--- config.mk ---
export PLATFORM = sky130hd
export DESIGN_NAME = bcf_framer
export DESIGN_NICKNAME = d
export VERILOG_FILES = /design/src/verilog/bcf_pkg.sv /design/src/verilog/bcf_stream_if.sv /design/src/verilog/bcf_fifo.sv /design/src/verilog/bcf_framer.sv
export SDC_FILE = /design/constraint.sdc
export NUM_CORES = 1
export LEC_CHECK = 0
export BUFFER_PORTS_ARGS = -buffer_cell sky130_fd_sc_hd__clkbuf_2
export CAP_MARGIN = 10
export CORE_AREA = 2 2 182 184
export CTS_CLUSTER_SIZE = 28
export DETAILED_ROUTE_END_ITERATION = 10
export DIE_AREA = 0 0 184 186
export HOLD_SLACK_MARGIN = 0.12
export PLACE_DENSITY = 0.82
export RECOVER_POWER = 25
export SLEW_MARGIN = 25
export SYNTH_ARGS = -nofsm -noshare
export SYNTH_HDL_FRONTEND = slang
export SYNTH_HIERARCHICAL = 1
export SYNTH_SLANG_ARGS = --single-unit
export TNS_END_PERCENT = 5
--- constraint.sdc ---
create_clock -name mclk -period 3 [get_ports mclk]
set_input_delay 0.6 -clock mclk [delete_from_list [all_inputs] [get_ports mclk]]
set_output_delay 0.6 -clock mclk [all_outputs]
set_load 0.005 [all_outputs]
--- src/verilog/bcf_pkg.sv ---
// Constants, frame layouts and types for the breaker feedback framer.
// Functional notes
// - Frames 4 and 5 carry frequency, power, temperatures.
// - Config frame one: 0x14, flags, voltage limits.
// - Config frame two: 0x15, input scale, temperatures.
// - Config frame three: 0x16, current and output scale.
// - Config frame four: 0x18, overcurrent levels low-high.
// - Flag bits 0-3 enable switching and protections.
// - Flag bits 4-6 select DC, 60 Hz, limits.
// - Status bits 0-4 hold operating state code.
// - Status bits 5,6,12,13 report switches and inhibits; bit 7 is the summary error.
// - Status bits 8-11 and 14-17 flag errors.
// - Identifier 0x321, eight data bytes every frame.
// - Command 0x06 returns all status feedback frames.
// - Command 0x13 returns the trip-curve frame.
// - Command 0x14 returns version then configuration frames.
package bcf_pkg;
   // Standard identifier carried by every frame.
   localparam logic [10:0] CAN_ID = 11'h321;
   // Number of data bytes per frame.
   localparam int FRAME_BYTES = 8;
   // Host command codes.
   localparam logic [7:0] CMD_STATUS = 8'h06;
   localparam logic [7:0] CMD_TRIP = 8'h13;
   localparam logic [7:0] CMD_CONFIG = 8'h14;
   // Leading codes of answer frames.
   localparam logic [7:0] CODE_STATUS = 8'h04;
   localparam logic [7:0] CODE_TRIP = 8'h13;
   localparam logic [7:0] CODE_CFG1 = 8'h14;
   localparam logic [7:0] CODE_CFG2 = 8'h15;
   localparam logic [7:0] CODE_CFG3 = 8'h16;
   localparam logic [7:0] CODE_VERSION = 8'h17;
   localparam logic [7:0] CODE_CFG4 = 8'h18;
   // Status feedback frame numbers in this block.
   localparam logic [7:0] STAT_FRAME_A = 8'h04;
   localparam logic [7:0] STAT_FRAME_B = 8'h05;
   // Configuration flag byte bit positions.
   localparam int FLG_ZV_ON = 0;
   localparam int FLG_ZC_OFF = 1;
   localparam int FLG_OC_DET = 2;
   localparam int FLG_OT_PROT = 3;
   localparam int FLG_DC = 4;
   localparam int FLG_60HZ = 5;
   localparam int FLG_LIMITS = 6;
   // Status word bit positions.
   localparam int ST_STATE_LO = 0;
   localparam int ST_STATE_HI = 4;
   localparam int ST_TRANSISTOR = 5;
   localparam int ST_RELAY = 6;
   localparam int ST_ERROR = 7;
   localparam int ST_OVERCURRENT = 8;
   localparam int ST_INPUT_V = 9;
   localparam int ST_OVERLOAD = 10;
   localparam int ST_OVERTEMP = 11;
   localparam int ST_EXT_INH = 12;
   localparam int ST_BP_INH = 13;
   localparam int ST_INTEGRAL = 14;
   localparam int ST_AC15 = 15;
   localparam int ST_SLOW = 16;
   localparam int ST_COOLDOWN = 17;
   localparam int STATUS_W = 18;
   // Operating state codes.
   localparam logic [4:0] OPS_DOWN = 5'h00;
   localparam logic [4:0] OPS_SELFTEST = 5'h01;
   localparam logic [4:0] OPS_STARTUP = 5'h02;
   localparam logic [4:0] OPS_FAILURE = 5'h03;
   localparam logic [4:0] OPS_OFF = 5'h04;
   localparam logic [4:0] OPS_IDLE = 5'h05;
   localparam logic [4:0] OPS_SYNC = 5'h06;
   localparam logic [4:0] OPS_ON = 5'h07;
   localparam logic [4:0] OPS_ZC_SWITCH = 5'h08;
   localparam logic [4:0] OPS_ZC_PROTECT = 5'h09;
   localparam logic [4:0] OPS_PROTECT = 5'h0c;
   localparam logic [4:0] OPS_CRITICAL = 5'h0e;
   localparam logic [4:0] OPS_ZC_FAILURE = 5'h0f;
   localparam logic [4:0] OPS_IDLE_FAILURE = 5'h10;
   // Answer FIFO depth in frames.
   localparam int FIFO_DEPTH = 4;
   // Frame selectors produced by the sequencer.
   typedef enum logic [3:0]
   {
      FRM_STAT_A = 4'h0,
      FRM_STAT_B = 4'h1,
      FRM_TRIP = 4'h2,
      FRM_VERSION = 4'h3,
      FRM_CFG1 = 4'h4,
      FRM_CFG2 = 4'h5,
      FRM_CFG3 = 4'h6,
      FRM_CFG4 = 4'h7
   } bcf_frame_e;
   // Sequencer states, one-hot.
   typedef enum logic [2:0]
   {
      SEQ_IDLE = 3'b001,
      SEQ_EMIT = 3'b010,
      SEQ_WAIT = 3'b100
   } bcf_seq_e;
endpackage : bcf_pkg

--- src/verilog/bcf_stream_if.sv ---
// Valid/ready frame stream carrier between framer and FIFO.
interface bcf_stream_if;
   // Eight frame bytes, byte 0 in the low lane.
   logic [63:0] data;
   // Frame offered.
   logic valid;
   // Frame accepted.
   logic ready;
   modport src (output data, output valid, input ready);
   modport snk (input data, input valid, output ready);
endinterface : bcf_stream_if

--- src/verilog/bcf_fifo.sv ---
// Parameterised flip-flop FIFO with valid and ready on both sides.
module bcf_fifo #(
   parameter int WIDTH = 64,
   parameter int DEPTH = 4
)
(
   input wire logic mclk,
   input wire logic rst,
   bcf_stream_if.snk in_s,
   output logic [WIDTH-1:0] out_data,
   output logic out_valid,
   input wire logic out_ready
);
   localparam int AW = $clog2(DEPTH);
   // Storage entries addressed by pointer.
   logic [WIDTH-1:0] mem_r [DEPTH];
   // Write and read pointers.
   logic [AW-1:0] wr_ptr_r;
   logic [AW-1:0] rd_ptr_r;
   // Occupancy count, one wider than the pointers.
   logic [AW:0] cnt_r;
   logic push;
   logic pop;

   // Full and empty come straight from the count, so back-pressure is honest.
   assign in_s.ready = (cnt_r != (AW+1)'(DEPTH)) ? 1'b1 : 1'b0;
   assign out_valid = (cnt_r != '0);
   assign push = in_s.valid && in_s.ready;
   assign pop = out_valid && out_ready;
   // Output data is the head entry, itself a flip-flop.
   assign out_data = mem_r[rd_ptr_r];

   // Entry writes.
   always_ff @(posedge mclk)
   begin
      if (push)
      begin
         mem_r[wr_ptr_r] <= in_s.data;
      end
   end

   // Pointer and count upkeep.
   always_ff @(posedge mclk)
   begin
      if (rst)
      begin
         wr_ptr_r <= '0;
         rd_ptr_r <= '0;
         cnt_r <= '0;
      end
      else
      begin
         if (push)
         begin
            wr_ptr_r <= (wr_ptr_r == AW'(DEPTH - 1)) ? '0 : wr_ptr_r + AW'(1);
         end
         if (pop)
         begin
            rd_ptr_r <= (rd_ptr_r == AW'(DEPTH - 1)) ? '0 : rd_ptr_r + AW'(1);
         end
         // Simultaneous push and pop leaves the count unchanged.
         if (push && !pop)
         begin
            cnt_r <= cnt_r + (AW+1)'(1);
         end
         else if (pop && !push)
         begin
            cnt_r <= cnt_r - (AW+1)'(1);
         end
      end
   end
endmodule : bcf_fifo

--- src/verilog/bcf_framer.sv ---
// Top framer: builds answer frames for host readout commands.
module bcf_framer
(
   input wire logic mclk,
   input wire logic rst,
   // Host command byte 0, taken when cmd_valid is high and cmd_ready high.
   input wire logic [7:0] cmd_byte,
   input wire logic cmd_valid,
   output logic cmd_ready,
   // Live measurements.
   input wire logic [15:0] line_frequency,
   input wire logic [15:0] peak_power,
   input wire logic [15:0] temp_sensor_three,
   input wire logic [15:0] temp_sensor_four,
   input wire logic [15:0] overload_usage_percent,
   // Status word sources.
   input wire logic [4:0] operating_state,
   input wire logic transistor_on_state,
   input wire logic relay_on_state,
   input wire logic summary_error,
   input wire logic overcurrent_error,
   input wire logic input_voltage_error,
   input wire logic overload_error,
   input wire logic overtemperature_error,
   input wire logic external_inhibit_line,
   input wire logic backplane_inhibit_line,
   input wire logic integral_overload,
   input wire logic ac15_category_overload,
   input wire logic slow_overload,
   input wire logic post_overload_cooldown,
   // Configuration flags.
   input wire logic zero_voltage_turn_on_enable,
   input wire logic zero_current_turn_off_enable,
   input wire logic overcurrent_detect_enable,
   input wire logic overtemperature_protect_enable,
   input wire logic direct_current_operation,
   input wire logic sixty_hertz_operation,
   input wire logic supply_limit_protect_enable,
   // Configuration values.
   input wire logic [15:0] undervoltage_limit,
   input wire logic [15:0] overvoltage_limit,
   input wire logic [31:0] input_voltage_scale,
   input wire logic [31:0] output_voltage_scale,
   input wire logic [31:0] current_scale,
   input wire logic [7:0] junction_trip_temperature,
   input wire logic [7:0] junction_resume_temperature,
   input wire logic [15:0] negative_overcurrent_level,
   input wire logic [15:0] positive_overcurrent_level,
   // Trip curve values.
   input wire logic [7:0] nominal_current,
   input wire logic [7:0] low_trip_factor,
   input wire logic [7:0] overdrive_time,
   input wire logic [7:0] high_trip_factor,
   input wire logic [15:0] integral_overload_value,
   input wire logic [7:0] static_overdrive_factor,
   // Version values.
   input wire logic [7:0] software_version,
   input wire logic [7:0] software_main_version,
   input wire logic [7:0] software_subversion,
   input wire logic [7:0] board_revision,
   // Frame output toward the CAN controller.
   output logic [10:0] tx_id,
   output logic [3:0] tx_dlc,
   output logic [63:0] tx_data,
   output logic tx_valid,
   input wire logic tx_ready,
   // High while a readout set is being produced or drained.
   output logic busy
);
   // Stream from the builder into the FIFO.
   bcf_stream_if frm_s ();
   // Sequencer state.
   bcf_pkg::bcf_seq_e seq_r;
   // Frame currently being emitted.
   bcf_pkg::bcf_frame_e cur_r;
   // Last frame of the active set.
   bcf_pkg::bcf_frame_e last_r;
   // Assembled frame, held in flip-flops.
   logic [63:0] frame_r;
   // Assembled status word.
   logic [bcf_pkg::STATUS_W-1:0] status_word;
   // Configuration flag byte.
   logic [7:0] flag_byte;
   // Combinational frame content for cur_r.
   logic [63:0] frame_nxt;
   logic fifo_valid;
   logic set_done;

   // Flag byte assembly; bit 7 is unused and reads zero.
   always_comb
   begin
      flag_byte = 8'h00;
      flag_byte[bcf_pkg::FLG_ZV_ON] = zero_voltage_turn_on_enable;
      flag_byte[bcf_pkg::FLG_ZC_OFF] = zero_current_turn_off_enable;
      flag_byte[bcf_pkg::FLG_OC_DET] = overcurrent_detect_enable;
      flag_byte[bcf_pkg::FLG_OT_PROT] = overtemperature_protect_enable;
      flag_byte[bcf_pkg::FLG_DC] = direct_current_operation;
      flag_byte[bcf_pkg::FLG_60HZ] = sixty_hertz_operation;
      flag_byte[bcf_pkg::FLG_LIMITS] = supply_limit_protect_enable;
   end

   // Status word assembly from the live state sources.
   always_comb
   begin
      status_word = '0;
      status_word[bcf_pkg::ST_STATE_HI:bcf_pkg::ST_STATE_LO] = operating_state;
      status_word[bcf_pkg::ST_TRANSISTOR] = transistor_on_state;
      status_word[bcf_pkg::ST_RELAY] = relay_on_state;
      status_word[bcf_pkg::ST_ERROR] = summary_error;
      status_word[bcf_pkg::ST_EXT_INH] = external_inhibit_line;
      status_word[bcf_pkg::ST_BP_INH] = backplane_inhibit_line;
      status_word[bcf_pkg::ST_OVERCURRENT] = overcurrent_error;
      status_word[bcf_pkg::ST_INPUT_V] = input_voltage_error;
      status_word[bcf_pkg::ST_OVERLOAD] = overload_error;
      status_word[bcf_pkg::ST_OVERTEMP] = overtemperature_error;
      status_word[bcf_pkg::ST_INTEGRAL] = integral_overload;
      status_word[bcf_pkg::ST_AC15] = ac15_category_overload;
      status_word[bcf_pkg::ST_SLOW] = slow_overload;
      status_word[bcf_pkg::ST_COOLDOWN] = post_overload_cooldown;
   end

   // Frame content per selector. Byte 0 is lane [7:0]; pairs go low byte first
   // while of the status word only bits 17:16 are placed, in the two lowest bits of byte 6 of status frame A.
   always_comb
   begin
      frame_nxt = 64'h0;
      case (cur_r)
         bcf_pkg::FRM_STAT_A:
         begin
            frame_nxt = {14'h0000, status_word[bcf_pkg::ST_COOLDOWN:bcf_pkg::ST_SLOW], peak_power,
               line_frequency, bcf_pkg::STAT_FRAME_A, bcf_pkg::CODE_STATUS};
         end
         bcf_pkg::FRM_STAT_B:
         begin
            frame_nxt = {overload_usage_percent, temp_sensor_four, temp_sensor_three,
               bcf_pkg::STAT_FRAME_B, bcf_pkg::CODE_STATUS};
         end
         bcf_pkg::FRM_TRIP:
         begin
            frame_nxt = {static_overdrive_factor, integral_overload_value, high_trip_factor,
               overdrive_time, low_trip_factor, nominal_current, bcf_pkg::CODE_TRIP};
         end
         bcf_pkg::FRM_VERSION:
         begin
            frame_nxt = {24'h000000, board_revision, software_subversion,
               software_main_version, software_version, bcf_pkg::CODE_VERSION};
         end
         bcf_pkg::FRM_CFG1:
         begin
            frame_nxt = {16'h0000, overvoltage_limit[15:8], overvoltage_limit[7:0],
               undervoltage_limit[15:8], undervoltage_limit[7:0], flag_byte,
               bcf_pkg::CODE_CFG1};
         end
         bcf_pkg::FRM_CFG2:
         begin
            frame_nxt = {output_voltage_scale[7:0], junction_resume_temperature,
               junction_trip_temperature, input_voltage_scale, bcf_pkg::CODE_CFG2};
         end
         bcf_pkg::FRM_CFG3:
         begin
            frame_nxt = {output_voltage_scale[31:8], current_scale, bcf_pkg::CODE_CFG3};
         end
         bcf_pkg::FRM_CFG4:
         begin
            frame_nxt = {24'h000000, positive_overcurrent_level[15:8],
               positive_overcurrent_level[7:0], negative_overcurrent_level[15:8],
               negative_overcurrent_level[7:0], bcf_pkg::CODE_CFG4};
         end
         default:
         begin
            frame_nxt = 64'h0;
         end
      endcase
   end

   // A command is taken only while idle; anything else waits on cmd_ready.
   assign cmd_ready = (seq_r == bcf_pkg::SEQ_IDLE);
   assign set_done = (cur_r == last_r);
   assign frm_s.data = frame_r;
   assign frm_s.valid = (seq_r == bcf_pkg::SEQ_WAIT);

   // Sequencer: capture a frame, push it, advance in ascending order.
   always_ff @(posedge mclk)
   begin
      if (rst)
      begin
         seq_r <= bcf_pkg::SEQ_IDLE;
         cur_r <= bcf_pkg::FRM_STAT_A;
         last_r <= bcf_pkg::FRM_STAT_A;
      end
      else
      begin
         case (seq_r)
            bcf_pkg::SEQ_IDLE:
            begin
               if (cmd_valid)
               begin
                  if (cmd_byte == bcf_pkg::CMD_STATUS)
                  begin
                     cur_r <= bcf_pkg::FRM_STAT_A;
                     last_r <= bcf_pkg::FRM_STAT_B;
                     seq_r <= bcf_pkg::SEQ_EMIT;
                  end
                  else if (cmd_byte == bcf_pkg::CMD_TRIP)
                  begin
                     cur_r <= bcf_pkg::FRM_TRIP;
                     last_r <= bcf_pkg::FRM_TRIP;
                     seq_r <= bcf_pkg::SEQ_EMIT;
                  end
                  else if (cmd_byte == bcf_pkg::CMD_CONFIG)
                  begin
                     cur_r <= bcf_pkg::FRM_VERSION;
                     last_r <= bcf_pkg::FRM_CFG4;
                     seq_r <= bcf_pkg::SEQ_EMIT;
                  end
               end
            end
            bcf_pkg::SEQ_EMIT:
            begin
               seq_r <= bcf_pkg::SEQ_WAIT;
            end
            bcf_pkg::SEQ_WAIT:
            begin
               // The FIFO's ready stalls us here, so a slow CAN side holds the set.
               if (frm_s.ready)
               begin
                  if (set_done)
                  begin
                     seq_r <= bcf_pkg::SEQ_IDLE;
                  end
                  else
                  begin
                     cur_r <= bcf_pkg::bcf_frame_e'(cur_r + 4'h1);
                     seq_r <= bcf_pkg::SEQ_EMIT;
                  end
               end
            end
            default:
            begin
               seq_r <= bcf_pkg::SEQ_IDLE;
            end
         endcase
      end
   end

   // Frame register: sampled once per frame so its bytes are coherent.
   always_ff @(posedge mclk)
   begin
      if (rst)
      begin
         frame_r <= 64'h0;
      end
      else if (seq_r == bcf_pkg::SEQ_EMIT)
      begin
         frame_r <= frame_nxt;
      end
   end

   // Answer buffer between the builder and the CAN controller.
   bcf_fifo #(
      .WIDTH(64),
      .DEPTH(bcf_pkg::FIFO_DEPTH)
   ) bcf_fifo_i (
      .mclk(mclk),
      .rst(rst),
      .in_s(frm_s),
      .out_data(tx_data),
      .out_valid(fifo_valid),
      .out_ready(tx_ready)
   );

   assign tx_id = bcf_pkg::CAN_ID;
   assign tx_dlc = 4'(bcf_pkg::FRAME_BYTES);
   assign tx_valid = fifo_valid;
   assign busy = (seq_r != bcf_pkg::SEQ_IDLE) || fifo_valid;
endmodule : bcf_framer

==> results of run 1 <==
-- layout make-up --
class | count | area, um2 | share of cell area [%]
Antenna cell | 1 | 2.50 | 0.0135
Clock buffer | 50 | 1030 | 5.57
Clock inverter | 16 | 154 | 0.829
Inverter | 11 | 41.3 | 0.222
Multi-Input combinational cell | 587 | 4990 | 26.9
Sequential cell | 336 | 9300 | 50.1
Tap cell | 408 | 510 | 2.75
Timing Repair Buffer | 463 | 2530 | 13.7
-- path summary, 6_finish.rpt --
check / startpoint / end / slack, ps / cells after the start
worst min register to register: frame_r[20]$_SDFFE_PP0P_ / frame_r[20]$_SDFFE_PP0P_ / 480 / 2
worst max-delay path: flop / tx_data[48] / 330 / 3
worst max register to register: seq_r[2]$_SDFFE_PP0P_ / bcf_fifo_i/cnt_r[2]$_SDFFE_PP0P_ / 390 / 9
worst min-delay path: current_scale[1] / frame_r[9]$_SDFFE_PP0P_ / 420 / 3
-- cells in the final DEF, fill, tap and decap left out, types with 14 or more instances in the layout --
cell	instances
sky130_fd_sc_hd__clkbuf_2	430
sky130_fd_sc_hd__edfxtp_1	256
sky130_fd_sc_hd__a22oi_1	95
sky130_fd_sc_hd__dfxtp_1	77
sky130_fd_sc_hd__mux4_2	64
sky130_fd_sc_hd__nor2_1	61
sky130_fd_sc_hd__nand2_1	44
sky130_fd_sc_hd__clkbuf_16	37
sky130_fd_sc_hd__a21oi_1	32
sky130_fd_sc_hd__nand3_1	32
sky130_fd_sc_hd__conb_1	27
sky130_fd_sc_hd__a222oi_1	23
sky130_fd_sc_hd__buf_4	21
sky130_fd_sc_hd__mux2i_1	20
sky130_fd_sc_hd__a311oi_1	16
sky130_fd_sc_hd__a221oi_1	14
-- per-layer routing --
layer  vias up  GRT usage, %
met3       102          6.36
met5         -          1.33
met1      5423          31.9
met4         2          9.54
li1       4934             -
met2       596          39.3
-- power by group through the flow --
stage	sequential, uW	combinational [uW]	clock, uW
after detailed placement	5040	389	0
after global placement	5040	383	0
after CTS	4940	392	4440
final	4940	399	4370
after floorplan	5040	113	0
after global routing	4930	431	4610
-- worst min-delay path: cells and delay by family --
family                 cells  cell delay [ps]
AO/OA/AOI/OAI              1               80
buffers and inverters      1               80
AND/OR/NAND/NOR            1              120
-- state kept, by name, summed over array words and instances (netlist names), named ones only --
register,count
bcf_fifo_i/cnt_r,3
bcf_fifo_i/mem_r,256
bcf_fifo_i/rd_ptr_r,2
bcf_fifo_i/wr_ptr_r,2
cur_r,4
frame_r,61
last_r,3
seq_r,3
-- Yosys cell counts (20+ instances only) --
| cell type | number |
|---|---|
| sky130_fd_sc_hd__nand3_1 | 32 |
| sky130_fd_sc_hd__dfxtp_1 | 80 |
| sky130_fd_sc_hd__buf_2 | 22 |
| sky130_fd_sc_hd__buf_1 | 23 |
| sky130_fd_sc_hd__buf_4 | 24 |
| sky130_fd_sc_hd__a21oi_1 | 32 |
| sky130_fd_sc_hd__edfxtp_1 | 256 |
| sky130_fd_sc_hd__nor2_1 | 62 |
| sky130_fd_sc_hd__nand2_1 | 44 |
| sky130_fd_sc_hd__mux2i_1 | 20 |
| sky130_fd_sc_hd__a22oi_1 | 95 |
| sky130_fd_sc_hd__clkbuf_1 | 23 |
| sky130_fd_sc_hd__a222oi_1 | 23 |
| sky130_fd_sc_hd__mux4_2 | 64 |
-- kinds of logic (layout without fill, tap and decap cells) --
logic type / after synthesis / count (layout) / synth area share (%)
compound gates: 254 / 254 / 13.3
xor+xnor: 6 / 6 / 0.358
fa+ha+maj: 11 / 11 / 0.988
buf+inv: 107 / 540 / 3.65
flops: 336 / 336 / 63.2
mux: 89 / 89 / 11.6
other cells: 2 / 28 / 0.0511
simple gates: 200 / 200 / 6.89
-- through the flow --
| step | cell area (um2) | cells |
|---|---|---|
| floorplan | 14800 | 1030 |
| global placement | 17400 | 1805 |
| detailed placement | 17400 | 1805 |
| CTS | 18600 | 1871 |
| global route | 18600 | 1872 |
| finish | 18600 | 1872 |
==> qor.tcl, run 1 <==
set qor(run_status) {finished, final reports clean}
set qor(postRouteAntennaNets) 0
set qor(min_period_ps) 2670
set qor(hold_buffers) 0
set qor(routedLengthMet1_um) 17000
set qor(distinct_cell_type_count_after_synthesis) 69
set qor(comb_power_share_pct) 4.1
set qor(clkTransAtPathRegs_ps) 60
set qor(start_util_pct) 45.6
set qor(synth-seq-area-share_pct) 63.2
set qor(via_count) 11100
set qor(num_io_pins) 463
set qor(numCtsBuffers) 36
set qor(max-vdd-ir-drop_mv) 0.376
set qor(timing.clock.skew_ps) 17.4
set qor(die_height_um) 186
set qor(tritoncts) {built}
set qor(worst-setup-path-type) {reg -> out}
set qor(syn_to_final_growth_pct) 26.4
set qor(setup_repair_after_global_routing_missed_its_margin) {no}
set qor(grt_max_degree) 65
set qor(report.final.hold_viol_count) 0
set qor(setup_ws_ps) 332
set qor(route.detailed.vias_per_inst) 5.91
set qor(postCtsResizedCells) 0
set qor(netSwitchingPower_uw) 1940
set qor(static-leakage-power_uw) 0.00697
set qor(syn-mean-instance-area_um2) 14.6
set qor(timing.final.crit_share_pct) 88.9
set qor(first_iter_violations) 983
set qor(route.met2.wl_um) 20700
set qor(wl_um) 43100
set qor(post_cts.repair.setup_buffers) 0
set qor(hp-class) {in -> reg}
set qor(placement.setup.worst_slack_ps) 425
set qor(end_kind) {primary output}
set qor(placeableCoreArea_um2) 32200
set qor(remaining_drc_errors) 0
set qor(pwr-share-seq_pct) 50.9
set qor(setup_viol_count_final) 0
set qor(drive_above_1_share_pct) 42.2
set qor(horizontal_die_dimension_um) 184
set qor(ys_ff_latch) 336
set qor(synth_top_area_share_pct) 52.3
set qor(place_congestion) 0.884
set qor(critical_path_required_ps) 2400
set qor(finalHoldWorstSlack_ps) 417
set qor(clk_latency_ps) 510
set qor(timing.final.max_slew_violations) 0
set qor(io_buffers) 431
set qor(ctsRootBufferMaster) {sky130_fd_sc_hd__clkbuf_16}
set qor(synth_edf_count) 256
set qor(cts-htree-levels) 2
set qor(drt_first_pass_iters) 6
set qor(dr_wl_met3_um) 3810
set qor(timing.critical_path.arrival_ps) 2070
set qor(cts_sinks) 336
set qor(cap_viol_max_count) 0
set qor(critical_path.cell_chain) {buf_4 > mux4_2 > clkbuf_2}
set qor(antenna_found_initial) 1
set qor(synth_top_cells_by_area) {sky130_fd_sc_hd__edfxtp_1, sky130_fd_sc_hd__dfxtp_1, sky130_fd_sc_hd__mux4_2}
set qor(final_net_count) 1827
set qor(grt_pass1_wl_um) 61700
set qor(ys_async_sr_fraction_pct) 0
set qor(p_int_uw) 7760
set qor(timing.max_slew.rel_slack_pct) 49.6
set qor(fill_cells) 2535
set qor(cts_buffer_depth) 3
set qor(critPathBufInv) 2
set qor(design_power_total_uw) 9700
set qor(dieArea_um2) 34200
set qor(syn-cell-area_um2) 14700
set qor(synth.largest_area_cell) {sky130_fd_sc_hd__edfxtp_1}
set qor(netlist_instances) 1005
set qor(maxClockFrequency_mhz) 375
set qor(finalCoreUtilization_pct) 57.6
set qor(ys_warn_count) 6
set qor(power.switching_fraction_pct) 20.0
set qor(grt_pass1_vias) 10500
set qor(critical_path.max_stage_delay_ps) 600
set qor(num_rows) 66
set qor(groute.usage.overall_pct) 24.4
set qor(p_per_area_nw_per_um2) 523
set qor(dpl.hpwl_um) 30300
set qor(worstPathMaxFanout) 14
set qor(top_layer) {met5}
set qor(power_frac_clock_pct) 45.0
set qor(worst_setup_path_start_kind) {flop}
set qor(worst_path_max_delay_cell) {sky130_fd_sc_hd__mux4_2}
set qor(post_drt_wl_per_cell_um) 23.0
set qor(grt-ovfl-total) 0
set qor(tightestPinTransition_ps) 756
set qor(ys_dominant_reg_cell) {sky130_fd_sc_hd__edfxtp_1}
set qor(critPathTopFamily) {multiplexers}
set qor(finalSetupTns_ps) 0
(Power assumes the default switching activity.)
==> run 2, diff against run 1 <==
==> constraint.sdc (replaced) <==
create_clock -name mclk -period 2.6 [get_ports mclk]
set_input_delay 0.52 -clock mclk [delete_from_list [all_inputs] [get_ports mclk]]
set_output_delay 0.52 -clock mclk [all_outputs]
set_load 0.005 [all_outputs]
==> run 2 against run 1 <==
  * Power up 18%
  * Non-clock buffer count grew 7
  * Final cell count up 0.43%
  * Sequential power grew 15%
  * Clock-buffer cell count unchanged
  * Via count is 0.72% higher
  * Clock power up 22%
  * Flip-flop and latch count stayed put
  * Clock skew shrank 6.4 ps
  * Utilization is 0.40 points higher
  * Hold slack worse by 84 ps
  * Final area rose by 0.69%
==> qor.tcl, run 2 (synthesis results as in run 1) <==
set qor(placement.setup.worst_slack_ps) 118 ;# -306 ps
set qor(min_period_ps) 2510
set qor(final_net_count) 1835 ;# +0.44%
set qor(worst_setup_path_start_kind) {flop}
set qor(placeableCoreArea_um2) 32200 ;# unchanged
set qor(end_kind) {primary output}
set qor(cts_buffer_depth) 3 ;# unchanged
set qor(r2r_end) {bcf_fifo_i/cnt_r[2]$_SDFFE_PP0P_}
set qor(hold_buffers) 0 ;# unchanged
set qor(dieArea_um2) 34200 ;# unchanged
set qor(ctsRootBufferMaster) {sky130_fd_sc_hd__clkbuf_16}
set qor(grt-ovfl-total) 0 ;# unchanged
set qor(regMostFlops) {bcf_fifo_i/mem_r}
set qor(run_status) {finished, final reports clean}
set qor(timing.final.crit_share_pct) 96.4
set qor(drt_first_pass_iters) 6 ;# unchanged
set qor(mostFrequentLayoutCells) {sky130_fd_sc_hd__clkbuf_2, sky130_fd_sc_hd__edfxtp_1, sky130_fd_sc_hd__a22oi_1, sky130_fd_sc_hd__dfxtp_1, sky130_fd_sc_hd__mux4_2}
set qor(antenna_found_initial) 0 ;# -1
set qor(grt_max_degree) 65 ;# unchanged
set qor(cap_viol_max_count) 0 ;# unchanged
set qor(comb_power_share_pct) 4.0 ;# about the same
set qor(hold_path.startpoint) {rst}
set qor(critical_path_required_ps) 2080 ;# -320 ps
set qor(seqCellArea_um2) 9300 ;# unchanged
set qor(setup_ws_ps) 94.6 ;# -237 ps
set qor(setup_viol_count_final) 0 ;# unchanged
set qor(p_int_uw) 9230 ;# +19%
set qor(insertedDiodeCount) 0 ;# -1
set qor(maxClockFrequency_mhz) 399
set qor(cts-htree-levels) 2 ;# unchanged
set qor(netSwitchingPower_uw) 2250 ;# +16%
set qor(grt_pass1_wl_um) 63200 ;# +2.4%
set qor(worst-setup-path-type) {reg -> out}
set qor(finalCoreUtilization_pct) 58.0 ;# +0.40 points
set qor(first_iter_violations) 1216 ;# +24%
set qor(tightestPinTransition_ps) 768 ;# +12.7 ps
set qor(drive_above_1_share_pct) 42.3 ;# about the same
set qor(final_design_area_no_fill_um2) 18700 ;# +0.69%
set qor(clk_latency_ps) 510 ;# about the same
set qor(holdPathEnd) {seq_r[0]$_SDFFE_PP1P_}
set qor(via_count) 11100 ;# +0.72%
set qor(numCtsBuffers) 37 ;# +2.8%
set qor(multi_input_area_um2) 4990 ;# +0.10%
set qor(ff2ff_setup_slack_ps) 160 ;# -230 ps
set qor(start_util_pct) 45.6 ;# unchanged
set qor(tritoncts) {built}
set qor(largest_register_ffs) 256 ;# unchanged
set qor(groute.usage.overall_pct) 24.9 ;# +0.50 points
set qor(worst_r2r_startpoint) {seq_r[2]$_SDFFE_PP0P_}
set qor(place_congestion) 0.892 ;# +0.97%
set qor(worstPathMaxFanout) 44 ;# +30
set qor(wl_um) 44100 ;# +2.4%
set qor(timing.max_slew.rel_slack_pct) 48.5 ;# -1.1 points
set qor(min_path_cells) 3 ;# unchanged
set qor(setup_repair_after_global_routing_missed_its_margin) {yes}
set qor(postRouteAntennaNets) 0 ;# unchanged
set qor(power.switching_fraction_pct) 19.6 ;# -0.45 points
set qor(pwr-share-seq_pct) 49.6 ;# -1.3 points
set qor(num_io_pins) 463 ;# unchanged
set qor(static-leakage-power_uw) 0.00703 ;# +0.94%
set qor(post_drt_wl_per_cell_um) 23.5 ;# +2.0%
set qor(horizontal_die_dimension_um) 184 ;# unchanged
set qor(max-vdd-ir-drop_mv) 0.366 ;# -2.7%
set qor(design_power_total_uw) 11500 ;# +18%
set qor(hp-class) {in -> reg}
set qor(dpl.hpwl_um) 31100 ;# +2.5%
set qor(clkTransAtPathRegs_ps) 60 ;# about the same
set qor(timing.critical_path.arrival_ps) 1990 ;# -80 ps
set qor(report.final.hold_viol_count) 0 ;# unchanged
set qor(cts_sinks) 336 ;# unchanged
set qor(dpl-instance-area_um2) 17400 ;# +0.30%
set qor(num_rows) 66 ;# unchanged
set qor(io_buffers) 431 ;# unchanged
set qor(fill_cells) 2554 ;# +0.75%
set qor(timing.clock.skew_ps) 11.0 ;# -6.44 ps
set qor(p_per_area_nw_per_um2) 614 ;# +17%
set qor(top_regs) {bcf_fifo_i/mem_r: 256 flops, frame_r: 61 flops, cur_r: 4 flops}
set qor(route.detailed.vias_per_inst) 5.92 ;# +0.29%
set qor(grt_pass1_vias) 10800 ;# +3.1%
set qor(post_cts.repair.setup_buffers) 0 ;# unchanged
set qor(power_frac_clock_pct) 46.3 ;# +1.3 points
set qor(reg2reg_depth) 9 ;# unchanged
set qor(finalSetupTns_ps) 0 ;# unchanged
set qor(remaining_drc_errors) 0 ;# unchanged
set qor(die_height_um) 186 ;# unchanged
set qor(syn_to_final_growth_pct) 27.3
set qor(timing.final.max_slew_violations) 0 ;# unchanged
set qor(final_common_cell) {sky130_fd_sc_hd__clkbuf_2}
-- run 2: changes by cell type in the layout (fill, tap and decap cells not counted), sizes merged --
cell	change
buf	+7
bufinv	+2
clkinv	+2
clkinvlp	-1
diode	-1
inv	-1
-- run 2: worst max path at each step --
stage | startpoint | end | slack [ps] | cells after the start
finish | flop | tx_data[29] | 90 | 3
global route | flop | tx_data[18] | -9 | 3
CTS | flop | tx_data[2] | 60 | 3
detailed placement | bcf_fifo_i/cnt_r[0]$_SDFFE_PP0P_ | bcf_fifo_i/cnt_r[2]$_SDFFE_PP0P_ | 120 | 7
global placement | seq_r[2]$_SDFFE_PP0P_ | bcf_fifo_i/cnt_r[2]$_SDFFE_PP0P_ | 250 | 9
floorplan | seq_r[2]$_SDFFE_PP0P_ | bcf_fifo_i/cnt_r[2]$_SDFFE_PP0P_ | 240 | 9
-- run 2: per-stage QoR --
stage | hold slack, ps | std cells
3_3_place_gp | 463 | 1812
4_1_cts | 339 | 1880
5_1_grt | 341 | 1880
2_1_floorplan | 445 | 1030
3_5_place_dp | 480 | 1812
6_report | 334 | 1880
-- run 2: metal layers --
metal	wire [um]	global-route usage, %
met1	17400	32.7
met2	21700	42.3
met3	4010	5.44
met4	956	6.27
met5	46	1.19
-- run 2: what timing repair did --
action                                 CTS  global route
endpoints found under the hold margin    0             0
gates resized for setup                  0             1
setup endpoints to repair                0             3
-- run 2: power groups by stage --
stage / Combinational, uW / Sequential, uW / Clock (uW)
floorplan: 131 / 5810 / 0
global placement: 442 / 5810 / 0
detailed placement: 450 / 5810 / 0
CTS: 455 / 5700 / 5400
global route: 499 / 5690 / 5600
finish: 465 / 5700 / 5310
-- run 2: final cells by class --
type | count | area share [%]
Sequential cell | 336 | 49.7
Multi-Input combinational cell | 587 | 26.7
Timing Repair Buffer | 470 | 13.8
Clock buffer | 50 | 5.71
Tap cell | 408 | 2.73
Clock inverter | 18 | 1.04
Inverter | 11 | 0.221
-- run 2: critical path: stages (launching register included) --
cell	delay, ps
sky130_fd_sc_hd__dfxtp_4	350
sky130_fd_sc_hd__buf_12	300
sky130_fd_sc_hd__mux4_2	610
sky130_fd_sc_hd__clkbuf_2	140
